==> config.mk <==
export PLATFORM = sky130hd
export DESIGN_NAME = iec_card
export DESIGN_NICKNAME = d
export VERILOG_FILES = /design/src/logic/iec_pkg.sv /design/src/logic/iec_card.sv
export VERILOG_INCLUDE_DIRS = /design/src /design/src/logic
export SDC_FILE = /design/constraint.sdc
export NUM_CORES = 1
export LEC_CHECK = 0
export ABC_AREA = 1
export BUFFER_PORTS_ARGS = -buffer_cell sky130_fd_sc_hd__buf_2
export CORE_ASPECT_RATIO = 0.8
export CORE_MARGIN = 10
export CORE_UTILIZATION = 46
export DETAILED_ROUTE_END_ITERATION = 12
export HOLD_SLACK_MARGIN = 0.02
export PLACE_DENSITY = 0.72
export SETUP_SLACK_MARGIN = 0.3
export SLEW_MARGIN = 20
export SYNTH_ARGS = -nofsm -noshare
export SYNTH_HDL_FRONTEND = slang
export SYNTH_SLANG_ARGS = --single-unit
export TNS_END_PERCENT = 1
==> constraint.sdc <==
create_clock -name i_clk -period 2.75 [get_ports i_clk]
set_input_delay 0 -clock i_clk [delete_from_list [all_inputs] [get_ports i_clk]]
set_output_delay 0 -clock i_clk [all_outputs]
set_load 0.005 [all_outputs]
==> src/logic/iec_params.svh <==
/*
 holds the constants of the incremental encoder card logic: timing counts,
 reset values and limits. assumes a 100 MHz core clock.
*/
`ifndef IEC_PARAMS_SVH
`define IEC_PARAMS_SVH
`define IEC_CLK_HZ 100000000
`define IEC_BLINK_HALF_MS 500
`define IEC_BLINK_HALF_CYC ((`IEC_CLK_HZ / 1000) * `IEC_BLINK_HALF_MS)
`define IEC_MAX_PULSE_KHZ 200
`define IEC_MIN_EDGE_CYC (`IEC_CLK_HZ / (`IEC_MAX_PULSE_KHZ * 1000 * 4))
`define IEC_FILT_LEN 3
`define IEC_LOSS_MS 100
`define IEC_LOSS_CYC ((`IEC_CLK_HZ / 1000) * `IEC_LOSS_MS)
`define IEC_RATIO_MIN 8'h01
`define IEC_RATIO_RST 8'h01
`endif

==> src/logic/iec_pkg.sv <==
/*
 types of the incremental encoder card logic. assumes iec_params.svh
 carries the numbers.
*/
package iec_pkg;
   typedef struct packed {
      logic a;
      logic b;
      logic z;
   } iec_abz_type;

   typedef enum logic [1:0] {
      IEC_LK_OFF = 2'b00,
      IEC_LK_SETUP = 2'b01,
      IEC_LK_UP = 2'b11
   } iec_link_type;

   typedef struct packed {
      logic link;
      logic enc;
      logic pwr;
   } iec_ind_type;
endpackage

==> src/logic/iec_card.sv <==
/*
 encoder card logic: pin filtering for encoder and pulse-reference
 channels, quadrature divider with index pass-through, encoder loss
 detection and the three indicators. assumes all pins are asynchronous
 to i_clk and the drive presents its ratio and link state as levels.
*/
`timescale 1ns/1ns
`default_nettype none
`include "iec_params.svh"
module iec_card
   import iec_pkg::*;
#(
   parameter int BLINK_HALF_CYC = `IEC_BLINK_HALF_CYC,
   parameter int LOSS_CYC = `IEC_LOSS_CYC,
   parameter int FILT_LEN = `IEC_FILT_LEN,
   parameter bit HV_VARIANT = 1'b0
) (
   // clock and reset
   input wire logic i_clk,
   input wire logic i_rst_b,
   // encoder and pulse-reference pins
   input wire iec_abz_type i_enc,
   input wire iec_abz_type i_ref,
   // drive control board
   input wire logic i_link_setup,
   input wire logic i_link_up,
   input wire logic i_comm_fault,
   input wire logic i_power_fed,
   input wire logic i_motion_expected,
   input wire logic i_ratio_sel,
   input wire logic [7:0] i_division_ratio_param_first,
   input wire logic [7:0] i_division_ratio_param_second,
   // divided and reference outputs and status
   output iec_abz_type o_div,
   output iec_abz_type o_ref,
   output logic o_enc_dir,
   output logic o_enc_loss,
   output iec_ind_type o_ind
);
   localparam int FL = FILT_LEN;

   initial begin
      if (FL < 1 || FL > `IEC_MIN_EDGE_CYC)
         $error("filter length cannot serve 200 kHz inputs");
      if (BLINK_HALF_CYC < 1 || LOSS_CYC < 1)
         $error("timing counts must be positive");
   end

   // two-stage synchronisers on all async pins except the two division ratio parameters
   logic [5:0] sync1_ff;
   logic [5:0] sync2_ff;
   logic [2:0] link_s1_ff;
   logic [2:0] link_s2_ff;
   logic [2:0] flt_s1_ff;
   logic [2:0] flt_s2_ff;
   always_ff @(posedge i_clk or negedge i_rst_b) begin
      if (!i_rst_b) begin
         sync1_ff <= 6'h00;
         sync2_ff <= 6'h00;
         link_s1_ff <= 3'h0;
         link_s2_ff <= 3'h0;
         flt_s1_ff <= 3'h0;
         flt_s2_ff <= 3'h0;
      end else begin
         sync1_ff <= {i_enc, i_ref};
         sync2_ff <= sync1_ff;
         link_s1_ff <= {i_link_setup, i_link_up, i_power_fed};
         link_s2_ff <= link_s1_ff;
         flt_s1_ff <= {i_comm_fault, i_motion_expected, i_ratio_sel};
         flt_s2_ff <= flt_s1_ff;
      end
   end

   // glitch filter: a level must hold FL+1 samples; short enough for 200 kHz quadrature
   logic [5:0] filt_ff;
   genvar g;
   generate
      for (g = 0; g < 6; g++) begin : g_filt
         logic [FL-1:0] hist_ff;
         wire all_hi = &{hist_ff, sync2_ff[g]};
         wire all_lo = ~|{hist_ff, sync2_ff[g]};
         always_ff @(posedge i_clk or negedge i_rst_b) begin
            if (!i_rst_b) begin
               hist_ff <= '0;
               filt_ff[g] <= 1'b0;
            end else begin
               hist_ff <= (FL > 1) ? {hist_ff[FL-2:0], sync2_ff[g]} : sync2_ff[g];
               if (all_hi)
                  filt_ff[g] <= 1'b1;
               else if (all_lo)
                  filt_ff[g] <= 1'b0;
            end
         end
      end
   endgenerate

   // quadrature decode of encoder a/b
   logic [2:0] enc_prev_ff;
   wire enc_a = filt_ff[5];
   wire enc_b = filt_ff[4];
   wire enc_z = filt_ff[3];
   wire a_edge = enc_a ^ enc_prev_ff[2];
   wire b_edge = enc_b ^ enc_prev_ff[1];
   wire any_edge = a_edge | b_edge;
   wire step = any_edge & ~(a_edge & b_edge);
   // forward when a changes to differ from b, or b changes to match a (a-leads sense)
   wire fwd = a_edge ? (enc_a ^ enc_b) : ~(enc_a ^ enc_b);
   wire z_rise = enc_z & ~enc_prev_ff[0];

   // ratio from the selected drive parameter, zero treated as one
   wire [7:0] ratio_raw = flt_s2_ff[0] ? i_division_ratio_param_second
                                       : i_division_ratio_param_first;
   wire [7:0] ratio = (ratio_raw < `IEC_RATIO_MIN) ? `IEC_RATIO_MIN : ratio_raw;

   // divider: one output quadrature step per ratio input steps
   logic [7:0] div_cnt_ff;
   logic [1:0] out_ph_ff;
   logic out_z_ff;
   logic dir_ff;
   wire cnt_wrap = fwd ? (div_cnt_ff + 8'h01 >= ratio) : (div_cnt_ff == 8'h00);
   wire [7:0] nxt_div_cnt = fwd ? (cnt_wrap ? 8'h00 : div_cnt_ff + 8'h01)
                                : (cnt_wrap ? ratio - 8'h01 : div_cnt_ff - 8'h01);
   // gray step sequence keeps a/b a quarter cycle apart in either direction
   wire [1:0] ph_bin_next = fwd ? out_ph_ff + 2'h1 : out_ph_ff - 2'h1;

   always_ff @(posedge i_clk or negedge i_rst_b) begin
      if (!i_rst_b) begin
         enc_prev_ff <= 3'h0;
         div_cnt_ff <= 8'h00;
         out_ph_ff <= 2'h0;
         out_z_ff <= 1'b0;
         dir_ff <= 1'b0;
      end else begin
         enc_prev_ff <= {enc_a, enc_b, enc_z};
         if (step) begin
            div_cnt_ff <= nxt_div_cnt;
            dir_ff <= fwd;
            if (cnt_wrap)
               out_ph_ff <= ph_bin_next;
         end
         out_z_ff <= enc_z;
         if (z_rise && ratio != 8'h01)
            div_cnt_ff <= 8'h00;
      end
   end

   // outputs: phase 0..3 -> (a,b) = 00,10,11,01
   logic [2:0] div_out_ff;
   logic [2:0] ref_out_ff;
   always_ff @(posedge i_clk or negedge i_rst_b) begin
      if (!i_rst_b) begin
         div_out_ff <= 3'h0;
         ref_out_ff <= 3'h0;
      end else begin
         div_out_ff <= {out_ph_ff[1] ^ out_ph_ff[0], out_ph_ff[1], out_z_ff};
         ref_out_ff <= filt_ff[2:0];
      end
   end

   // encoder loss: no a/b edge for LOSS_CYC while motion is expected
   localparam int LW = $clog2(LOSS_CYC + 1);
   logic [LW-1:0] loss_cnt_ff;
   logic loss_ff;
   wire loss_hit = (loss_cnt_ff == LW'(LOSS_CYC));
   always_ff @(posedge i_clk or negedge i_rst_b) begin
      if (!i_rst_b) begin
         loss_cnt_ff <= '0;
         loss_ff <= 1'b0;
      end else if (any_edge || !flt_s2_ff[1]) begin
         loss_cnt_ff <= '0;
         if (any_edge)
            loss_ff <= 1'b0;
      end else if (loss_hit) begin
         loss_ff <= 1'b1;
      end else begin
         loss_cnt_ff <= loss_cnt_ff + LW'(1);
      end
   end

   // link state: setup wins over up, neither means lost
   iec_link_type link_st;
   assign link_st = link_s2_ff[2] ? IEC_LK_SETUP :
                    link_s2_ff[1] ? IEC_LK_UP : IEC_LK_OFF;

   // 0.5 s blink base for the link led only
   localparam int BW = $clog2(BLINK_HALF_CYC + 1);
   logic [BW-1:0] blink_cnt_ff;
   logic blink_ff;
   wire blink_wrap = (blink_cnt_ff == BW'(BLINK_HALF_CYC - 1));
   always_ff @(posedge i_clk or negedge i_rst_b) begin
      if (!i_rst_b) begin
         blink_cnt_ff <= '0;
         blink_ff <= 1'b1;
      end else if (link_st != IEC_LK_UP) begin
         // restart so the first blink phase after link-up is a full 0.5 s lit
         blink_cnt_ff <= '0;
         blink_ff <= 1'b1;
      end else if (blink_wrap) begin
         blink_cnt_ff <= '0;
         blink_ff <= ~blink_ff;
      end else begin
         blink_cnt_ff <= blink_cnt_ff + BW'(1);
      end
   end

   logic nxt_link_led;
   always_comb begin
      case (link_st)
         IEC_LK_SETUP: nxt_link_led = 1'b1;
         IEC_LK_UP: nxt_link_led = blink_ff;
         IEC_LK_OFF: nxt_link_led = 1'b0;
         default: nxt_link_led = 1'b0;
      endcase
   end

   // encoder indicator: loss dark, fault blinks on hv variant, else lit
   logic blink_free_ff;
   wire nxt_enc_led = loss_ff ? 1'b0 :
                      (HV_VARIANT && flt_s2_ff[2]) ? blink_free_ff :
                      1'b1;

   // free-running blink for the fault display, independent of the link
   logic [BW-1:0] free_cnt_ff;
   always_ff @(posedge i_clk or negedge i_rst_b) begin
      if (!i_rst_b) begin
         free_cnt_ff <= '0;
         blink_free_ff <= 1'b1;
      end else if (free_cnt_ff == BW'(BLINK_HALF_CYC - 1)) begin
         free_cnt_ff <= '0;
         blink_free_ff <= ~blink_free_ff;
      end else begin
         free_cnt_ff <= free_cnt_ff + BW'(1);
      end
   end

   iec_ind_type ind_ff;
   logic loss_out_ff;
   logic dir_out_ff;
   always_ff @(posedge i_clk or negedge i_rst_b) begin
      if (!i_rst_b) begin
         ind_ff <= '0;
         loss_out_ff <= 1'b0;
         dir_out_ff <= 1'b0;
      end else begin
         ind_ff.link <= nxt_link_led;
         ind_ff.enc <= nxt_enc_led;
         ind_ff.pwr <= link_s2_ff[0];
         loss_out_ff <= loss_ff;
         dir_out_ff <= dir_ff;
      end
   end

   assign o_div = div_out_ff;
   assign o_ref = ref_out_ff;
   assign o_ind = ind_ff;
   assign o_enc_loss = loss_out_ff;
   assign o_enc_dir = dir_out_ff;
endmodule
`default_nettype wire

==> results of run 1 <==
registers in the layout, summed over array words and instances (netlist names), 6 cells and up:
name	flops
blink_cnt_ff	26
div_cnt_ff	8
g_filt.hist_ff	18
sync2_ff	6
loss_cnt_ff	24
sync1_ff	6
worst paths after layout:
path,end,slack [ps],cells after the start
setup / recovery,div_cnt_ff[2],160,15
hold / removal,o_ref[1],170,2
setup reg to reg,div_cnt_ff[2],160,15
hold reg to reg,sync2_ff[2],350,0
max in group asynchronous,blink_ff,1740,3
min in group i_clk,div_cnt_ff[7],200,8
worst register-to-register path, cell delays in order (launching register included):
cell     delay (ps)
dfrtp_2         440
inv_1           180
nor3_2          280
nand2_4          80
xor2_2          160
ha_1            320
nand2_2          90
inv_1            40
nand2_1          60
nand2_1          60
nor2_2          150
nand2_2          90
buf_4           160
o21ai_1         160
nand4_1         100
o21ai_0         120
power by group through the flow:
stage               Combinational [µW]  Sequential [µW]  Clock, µW
finish                            1470             2110       2110
global route                      1630             2130       2240
CTS                               1300             2090       2160
detailed placement                1230             2120          0
global placement                  1190             2110          0
floorplan                          848             2090          0
stage by stage:
stage	cell area, µm²	setup WS, ps	util, %	instances
floorplan	5910	305	-	694
global placement	6410	174	51.8	913
detailed placement	6410	9.02	51.8	913
CTS	7180	293	58.0	962
global route	7380	23.9	59.6	968
finish	7380	159	59.6	968
what timing repair did:
action | 4_1_cts | 5_1_grt
pin swaps | 4 | 13
endpoints found under the setup margin | 10 | 10
hold buffers | 12 | 0
buffers inserted | 5 | 6
resized for setup | 14 | 36
hold endpoints to repair | 60 | 0
cell type report:
cell class	count	share of cell area (%)
clock inverter	13	1.61
tap	171	2.90
timing repair buffer	76	7.29
inverter	96	4.95
multi-input combinational	470	35.3
clock buffer	19	6.14
sequential	123	41.8
cell usage after synthesis, drive strengths merged:
library cell,n
a31oi,3
and3,2
xnor2,5
o211ai,1
o21ai,40
nor4,13
nor3,28
dfrtp,122
a2bb2oi,1
ha,17
xor2,21
clkbuf,2
nand3,49
dfstp,1
a211oi,3
inv,95
a22oi,1
nand4,20
nand2,170
buf,3
nor2,62
a21oi,31
or2,1
clkinv,1
nor3b,2
kinds of logic (layout without fill, tap and decap cells):
logic type,after synthesis,in the layout,synth area share [%]
and+or+nand+nor,347,347,26.5
DFF,123,123,52.1
buffers and inverters,101,204,6.64
AOI/OAI and AO/OA,80,80,7.30
xor gates and xnor gates,26,26,3.85
adders and majority gates,17,17,3.60
per-layer routing:
metal | track usage [%] | vias to the layer above
met3 | 3.84 | 14
li1 | - | 2447
met4 | 4.81 | 0
met5 | 0 | -
met1 | 19.6 | 2373
met2 | 23.2 | 143
==> results by group, run 1 <==
Synthesis
  • Post-synth net total: 741
  • Area contributors post-synth: dfrtp_1 (52%), nand2_1 (10%), inv_1 (5.9%), nand3_1 (3.9%), nor2_1 (3.7%)
  • Synth warn: 0
  • Cell area after synthesis: 5910 µm²
  • Synth area leader: dfrtp_1
  • Avg Inst Size Synth: approximately 8.5 µm²
  • Gate Count Post-Synth: 694
  • Area share of the largest cell type after synthesis: 51.6%
  • Sequential share of the synthesized area: 52.1%
  • Unique masters post-synth: 38
  • Yosys reg bits: 123

Timing
  • Tcrit/Tclk final: 94.2%
  • Setup TNS: 0 ps
  • Unrepaired setup endpoints after global routing: true
  • WHS: between 150 and 200 ps
  • Min Tclk post-route: 2590 ps
  • Final setup violation count: 0
  • Worst Tran Pin Value: 668 ps
  • Final Hold Viols: 0
  • Max Freq: 386 MHz
  • Slew headroom: 55.3%
  • Slew Viols, Final: 0
  • Final Skew: 10.3 ps

Global routing
  • Grt total ovfl: 0
  • Largest net degree at the start of global routing: 75
  • Global-route wire length before repair: 22,100 µm
  • GRT Util Overall: between 10% and 20%
  • Vias in the first global route: between 4,000 and 5,000
  • Initial antenna violation count: 0

Status
  • Status: finished clean

Drt
  • Top layer in use: met4
  • Metal-1 WL: 6230 µm
  • Remaining DRCs: 0
  • Starting DRT DRC Count: 318
  • WL final: 13,400 µm
  • DR WL/cell: approximately 14 µm
  • Vias/cell: 5.14
  • Pre-antenna DRT Iters: 5
  • Via count: 4,977
  • Met2 wire len: 6370 µm
  • DR WL met3: between 700 and 800 µm
  • Antenna-violating nets left: 0

Die
  • FP Rows: 36
  • Die Area: 17,800 µm²
  • Core Region: 12,400 µm²
  • Die H: 121 µm
  • Die width: between 100 and 150 µm
  • Ports: 41
  • Initial Utilization: 47.7%

Clock network
  • # clock sinks: between 100 and 150
  • Bufs on Longest Clock Path: 2
  • CTS H-tree lvls: 4
  • Worst-Skew Late Latency: 410 ps
  • CTS root buf: clkbuf_16
  • Num CTS Buffers: 17
  • CTS clk-pin slew, worst paths: 60 ps
  • CTS tree: done

Cells and area
  • ANT cells: 0
  • Fillers: approximately 1,100
  • Register area: 3080 µm²
  • Commonest non-fill, non-tap cells in the layout: nand2_1 (156), dfrtp_1 (118), inv_1 (89)
  • Most common library cell in the layout ignoring fill and taps: nand2_1
  • Share of cells above drive strength 1: 18.2%
  • Nets: 831
  • Footprint of the multi-input gates: ~2600 µm²
  • Synthesis-to-finish area growth: 24.8%

Power
  • Psw: 1840 µW
  • Clk pwr share: between 30 and 40%
  • Leakage: between 0.003 and 0.004 µW
  • Total Power: roughly 5700 µW
  • Sequential power share: 37.1%
  • Net switching fraction of the power: 32.4%
  • Comb pwr share: roughly a quarter
  • Max rail drop VDD: 0.000591 V
  • Pwr dens: 770 nW/µm²
  • P_int: 3840 µW

Worst setup path
  • RR Startpoint: div_cnt_ff[5]
  • CP startpoint kind: flop
  • Slowest-stage cell, CP: dfrtp_2
  • Critical Path Start: div_cnt_ff[5]
  • Crit. End Element: flop
  • Worst EP arrival: 2900 ps
  • CP max FO: 6
  • WP buf/inv: 3
  • Slowest stage delay, CP: approximately 440 ps
  • Cell breakdown of the critical path: inv_1 -> nor3_2 -> nand2_4 -> xor2_2 -> ha_1 -> nand2_2 -> inv_1 -> nand2_1 -> nand2_1 -> nor2_2 -> nand2_2 -> buf_4 -> o21ai_1 -> nand4_1 -> o21ai_0
  • Cell family with the largest share of critical-path delay: simple AND/OR/NAND/NOR gates
  • Critical Path RT: slightly above 3000 ps
  • Setup CP Type: reg2reg

Job
  • Max cap viols: 0

Worst hold path
  • Hold WC Path Type: in2async

Placed design
  • Routability cong.: 0.921
  • Port Buffer Count: 39
  • HPWL Detailed: 9090 µm
No activity file was read; power rests on OpenSTA's default activity.
==> run 2, diff against run 1 <==
--- a/config.mk
+++ b/config.mk
@@ -10,10 +10,10 @@
 export BUFFER_PORTS_ARGS = -buffer_cell sky130_fd_sc_hd__buf_2
 export CORE_ASPECT_RATIO = 0.8
 export CORE_MARGIN = 10
-export CORE_UTILIZATION = 46
+export CORE_UTILIZATION = 45
 export DETAILED_ROUTE_END_ITERATION = 12
 export HOLD_SLACK_MARGIN = 0.02
-export PLACE_DENSITY = 0.72
+export PLACE_DENSITY = 0.71
 export SETUP_SLACK_MARGIN = 0.3
 export SLEW_MARGIN = 20
 export SYNTH_ARGS = -nofsm -noshare
==> constraint.sdc (replaced) <==
create_clock -name i_clk -period 2.6 [get_ports i_clk]
set_input_delay 0 -clock i_clk [delete_from_list [all_inputs] [get_ports i_clk]]
set_output_delay 0 -clock i_clk [all_outputs]
set_load 0.005 [all_outputs]
==> run 2 against run 1 <==
Hold slack lost 54 ps. Non-clock buffer count up 6. Sequential power up 5%. Clock skew down 3.1 ps. Combinational power rose by 8%. Via count grew 1.0%. Count of clock-buffer cells in the layout fell by 2. Global-route usage increased by 0.55 points. Critical path type unchanged. Largest cell class unchanged. Largest power group is now the clock network.
==> results by group, run 2 (same netlist as run 1, synthesis figures left out) <==
Cells and area
  • Top flop regs: blink_cnt_ff x26, loss_cnt_ff x24, g_filt.hist_ff x18
  • Nets: roughly 840
  • Most common library cell in the layout ignoring fill and taps: nand2_1
  • Most flops, register: blink_cnt_ff
  • Fin util: 57.9%
  • Synthesis-to-finish area growth: 26.0%
  • Share of cells above drive strength 1: 20.3%
  • ANT cells: 0
  • Fillers: 1,114
  • Commonest non-fill, non-tap cells in the layout: nand2_1 (151), dfrtp_1 (119), inv_1 (88)
  • Max reg flops: 26
  • Fin cells: 979

Power
  • Net switching fraction of the power: 33.0%
  • Clk pwr share: 38.2%
  • P_int: 4120 µW
  • Leakage: 0.00352 µW
  • Sequential power share: 36.0%
  • Max rail drop VDD: between 0.0006 and 0.0007 V
  • Pwr dens: approximately 800 nW/µm²
  • Psw: 2020 µW
  • Comb pwr share: between 20% and 30%

Worst setup path
  • CP startpoint kind: flop
  • RR Startpoint: div_cnt_ff[0]
  • Most Frequent Cell on Critical Path: nand2_1
  • R2R cell count: 17
  • Reg-to-Reg End: div_cnt_ff[6]
  • CP max FO: 5
  • Slowest-stage cell, CP: dfrtp_1
  • Setup CP Type: reg2reg
  • Worst EP arrival: 2740 ps
  • Slowest stage delay, CP: 390 ps
  • R2R setup slack: 220 ps
  • Critical Path RT: roughly 3000 ps
  • Cell breakdown of the critical path: ha_2 -> nand3_2 -> nor3_2 -> xor2_1 -> ha_1 -> nand2_2 -> inv_1 -> nand2_1 -> nand2_2 -> nor2_4 -> nand2_4 -> buf_6 -> nand3_2 -> nand3_2 -> nand2_1 -> nand2_1 -> nand2_1
  • Crit. End Element: flop

Timing
  • Unrepaired setup endpoints after global routing: true
  • Slew headroom: 57.8%
  • Slew Viols, Final: 0
  • Max Freq: between 400 and 500 MHz
  • Worst Tran Pin Value: 630 ps
  • Tcrit/Tclk final: 91.6%
  • Final Skew: 7.18 ps
  • Final Hold Viols: 0
  • Min Tclk post-route: 2380 ps
  • Setup TNS: 0 ps
  • Final setup violation count: 0

Global routing
  • GRT Util Overall: 15.4%
  • Initial antenna violation count: 0
  • Largest net degree at the start of global routing: 48
  • Global-route wire length before repair: 23,100 µm
  • Vias in the first global route: 5,042
  • Grt total ovfl: 0

Drt
  • WL final: 13,500 µm
  • DR WL/cell: 13.8 µm
  • Via count: roughly 5,000
  • Starting DRT DRC Count: 430
  • Vias/cell: 5.13
  • Antenna-violating nets left: 0
  • Pre-antenna DRT Iters: 6
  • Remaining DRCs: 0

Die
  • FP Rows: 37
  • Die width: 148 µm
  • Core Region: 12,900 µm²
  • Die H: 123 µm
  • Die Area: 18,200 µm²
  • Initial Utilization: 46.0%
  • Ports: 41

Clock network
  • Bufs on Longest Clock Path: 2
  • CTS clk-pin slew, worst paths: around 60 ps
  • CTS root buf: clkbuf_16
  • Worst-Skew Late Latency: 420 ps
  • CTS tree: done
  • CTS H-tree lvls: 4
  • Num CTS Buffers: 17
  • # clock sinks: 123

Placed design
  • Placed Cells: ~900
  • HPWL Detailed: 9360 µm
  • Routability cong.: 0.944
  • Port Buffer Count: 39

Job
  • Max cap viols: 0

Worst hold path
  • Hold WC Path Type: in2async

Status
  • Status: finished clean
## run 2: changes by cell type in the layout (fill, tap and decap cells not counted), sizes merged
cell / before / now
buf: 63 / 70
bufinv: 1 / 2
clkbuf: 20 / 17
clkinv: 4 / 7
clkinvlp: 7 / 2
inv: 97 / 100
nand2: 170 / 171
## run 2: repair_timing
item / 4_1_cts / 5_1_grt
resized for setup: 25 / 25
pin swaps: 11 / 17
hold endpoints to repair: 53 / 0
gates cloned: 1 / 0
hold buffers: 12 / 0
setup endpoints to repair: 10 / 18
setup buffers: 7 / 6
## run 2: worst max-delay path, delay by kind of cell, from the launching register on
family | cells | cell delay (ps)
buffers and inverters | 2 | 180
XOR/XNOR | 1 | 250
AND/OR/NAND/NOR | 12 | 1020
adder cells (fa/ha/maj) | 2 | 490
flip-flops | 1 | 390
## run 2: cell type report
cell class	instances	area, µm²	area share (%)
clock buffers	17	425	5.71
repair buffers	82	571	7.65
well taps	175	219	2.94
multi-input cells	471	2630	35.3
flip-flops and latches	123	3080	41.4
inverters	96	363	4.87
clock inverters	15	164	2.20
## run 2: layer usage
| metal | track usage [%] | part of all wire, % | up-vias |
|---|---|---|---|
| met1 | 19.0 | 45 | 2399 |
| met5 | 0 | 0 | - |
| met2 | 25.2 | 48 | 135 |
| li1 | - | - | 2471 |
| met4 | 5.56 | 1.6 | 0 |
| met3 | 4.63 | 5.5 | 22 |
## run 2: power by group through the flow
stage | clock network (µW) | registers [µW] | logic [µW]
after floorplan | 0 | 2210 | 921
final | 2350 | 2210 | 1590
after global placement | 0 | 2230 | 1280
after detailed placement | 0 | 2240 | 1330
after global routing | 2490 | 2230 | 1780
after CTS | 2380 | 2200 | 1480
## run 2: worst max-delay path by stage
| stage | startpoint | end | slack [ps] |
|---|---|---|---|
| 5_1_grt | div_cnt_ff[0] | div_cnt_ff[0] | 80 |
| 6_report | div_cnt_ff[0] | div_cnt_ff[6] | 220 |
| 2_1_floorplan | flt_s2_ff[0] | div_cnt_ff[7] | 300 |
| 3_5_place_dp | flt_s2_ff[0] | div_cnt_ff[4] | 50 |
| 3_3_place_gp | flt_s2_ff[0] | div_cnt_ff[0] | 140 |
| 4_1_cts | div_cnt_ff[0] | div_cnt_ff[2] | 240 |
## run 2: metrics by stage
stage	power, µW	hold WS, ps	cell area [µm²]	setup slack, ps
6_report	6140	112	7450	219
5_1_grt	6500	174	7450	82.6
4_1_cts	6060	138	7310	236
3_5_place_dp	3570	38.5	6480	48.5
3_3_place_gp	3500	32.8	6480	137
2_1_floorplan	3140	-296	5950	302
==> run 3, diff against run 2 <==
--- a/config.mk
+++ b/config.mk
@@ -12,6 +12,7 @@
 export CORE_MARGIN = 10
 export CORE_UTILIZATION = 45
 export DETAILED_ROUTE_END_ITERATION = 12
+export GPL_TIMING_DRIVEN = 0
 export HOLD_SLACK_MARGIN = 0.02
 export PLACE_DENSITY = 0.71
 export SETUP_SLACK_MARGIN = 0.3
==> run 3 against run 2 <==
Non-clock buffer count is 7 lower. Count of clock-buffer cells in the layout stayed put. Sequential power hardly changed. Via count is 1.6% lower. Hold slack worse by 23 ps. Die area stayed put. Register-to-register slack worse by 210 ps. Sequential cell count stayed put.
==> results by group, run 3 (same netlist as run 1, synthesis figures left out) <==
Status
  • Status: finished clean

Die
  • Ports: between 40 and 50
  • Initial Utilization: 46.0%
  • Die width: 148 µm
  • FP Rows: 37
  • Core Region: 12,900 µm²
  • Die H: approximately 120 µm
  • Die Area: 18,200 µm²

Drt
  • DR WL/cell: 13.7 µm
  • Vias/cell: 5.09
  • Pre-antenna DRT Iters: 5
  • Antenna-violating nets left: 0
  • Remaining DRCs: 0
  • Starting DRT DRC Count: around 400
  • Via count: 4,946
  • WL final: 13,300 µm

Worst setup path
  • Cell breakdown of the critical path: buf_6 -> inv_6 -> nor3_4 -> nand3_2 -> xor2_2 -> inv_2 -> ha_4 -> nand2_2 -> nand2_1 -> nand2_1 -> nand2_2 -> nor2_4 -> nand2_2 -> nand2_4 -> buf_6 -> nor2_1 -> nor2_1 -> nand3_1 -> nand2_1
  • Worst EP arrival: approximately 2900 ps
  • Slowest-stage cell, CP: dfrtp_2
  • Slowest stage delay, CP: 410 ps
  • CP max FO: 5
  • Critical Path RT: 2890 ps
  • Crit. End Element: flop
  • CP startpoint kind: flop
  • Setup CP Type: reg2reg

Cells and area
  • Commonest non-fill, non-tap cells in the layout: nand2_1 (149), dfrtp_1 (118), inv_1 (85)
  • Top flop regs: blink_cnt_ff x26, loss_cnt_ff x24, g_filt.hist_ff x18
  • Share of cells above drive strength 1: 20.5%
  • ANT cells: 0
  • Most common library cell in the layout ignoring fill and taps: nand2_1
  • Design Area, Final: 7460 µm²
  • Nets: 830
  • Fin util: 58.0%
  • Synthesis-to-finish area growth: 26.1%
  • Most flops, register: blink_cnt_ff
  • Max reg flops: 26

Timing
  • Max Freq: between 300 and 400 MHz
  • Slew headroom: between 50% and 60%
  • Slew Viols, Final: 0
  • Tcrit/Tclk final: 99.7%
  • Min Tclk post-route: 2590 ps
  • WHS: between 80 and 90 ps
  • Final setup violation count: 0
  • Final Hold Viols: 0
  • Worst Tran Pin Value: 635 ps
  • Final Skew: 8.46 ps
  • Unrepaired setup endpoints after global routing: true

Power
  • Psw: slightly above 2000 µW
  • Pwr dens: 837 nW/µm²
  • Leakage: 0.00350 µW
  • Net switching fraction of the power: 33.0%
  • Max rail drop VDD: 0.000559 V
  • Sequential power share: 35.6%
  • P_int: 4180 µW
  • Comb pwr share: about 26%
  • Total Power: 6240 µW
  • Clk pwr share: 38.5%

Global routing
  • Global-route wire length before repair: approximately 23,000 µm
  • Grt total ovfl: 0
  • Largest net degree at the start of global routing: 78
  • GRT Util Overall: 14.9%
  • Vias in the first global route: 4,970
  • Initial antenna violation count: 0

Clock network
  • CTS root buf: clkbuf_16
  • Bufs on Longest Clock Path: 2
  • Num CTS Buffers: 17
  • CTS clk-pin slew, worst paths: about 60 ps
  • Worst-Skew Late Latency: 410 ps
  • # clock sinks: 123
  • CTS H-tree lvls: 4
  • CTS tree: done

Worst hold path
  • Hold WC Path Type: in2async

Placed design
  • HPWL Detailed: a little over 9000 µm
  • Routability cong.: slightly above 0.9
  • Post-DP Area: roughly 6400 µm²
  • Port Buffer Count: 39

Job
  • Max cap viols: 0
[run 3: path summary, 6_finish.rpt]
kind,startpoint,endpoint,slack [ps],depth (start not counted)
max in group asynchronous,i_rst_b,div_cnt_ff[5],1810,3
max,div_cnt_ff[0],div_cnt_ff[3],9,19
max reg2reg,div_cnt_ff[0],div_cnt_ff[3],9,19
min in group i_clk,i_division_ratio_param_first[6],div_cnt_ff[7],110,7
min,i_rst_b,blink_cnt_ff[19],90,2
min reg2reg,link_s1_ff[2],link_s2_ff[2],350,0
[run 3: power groups by stage]
stage | clock, µW | sequential, µW | combinational, µW
2_1_floorplan | 0 | 2210 | 921
3_3_place_gp | 0 | 2220 | 1230
3_5_place_dp | 0 | 2240 | 1280
4_1_cts | 2450 | 2210 | 1410
5_1_grt | 2540 | 2250 | 1810
6_report | 2400 | 2220 | 1620
[run 3: layout make-up]
type	instances	area (µm²)
Fill cell	1152	5410
Sequential cell	123	3080
Multi-Input combinational cell	470	2660
Timing Repair Buffer	70	493
Clock buffer	17	425
Inverter	96	368
Tap cell	175	219
Clock inverter	15	175
Buffer	5	37.5
[run 3: what timing repair did]
action,4_1_cts,5_1_grt
setup endpoints to repair,10,20
resized for setup,22,41
hold buffers,12,0
setup buffers,12,4
gates cloned,2,0
endpoints found under the hold margin,134,0
pin swaps,13,15
[run 3: metrics by stage]
| step | TNS (ps) | cells | setup WS, ps |
|---|---|---|---|
| 6_report | 0 | 971 | 8.98 |
| 3_5_place_dp | -512 | 909 | -141 |
| 5_1_grt | -762 | 971 | -119 |
| 3_3_place_gp | -110 | 908 | -77.6 |
| 4_1_cts | 0 | 967 | 125 |
| 2_1_floorplan | 0 | 694 | 302 |
[run 3: critical path: cells and delay by family (launching register included)]
family / cells / cell delay [ps]
simple gates: 13 / 1190
flops: 1 / 410
buf+inv: 4 / 380
fa+ha+maj: 1 / 270
xor+xnor: 1 / 230
[run 3: metal layers]
| layer | share of wire (%) | global-route usage [%] | vias up |
|---|---|---|---|
| met5 | 0 | 0 | - |
| met4 | 1.4 | 5.44 | 0 |
| met3 | 5.8 | 4.60 | 24 |
| met2 | 48 | 24.3 | 122 |
| met1 | 45 | 18.4 | 2355 |
| li1 | - | - | 2445 |
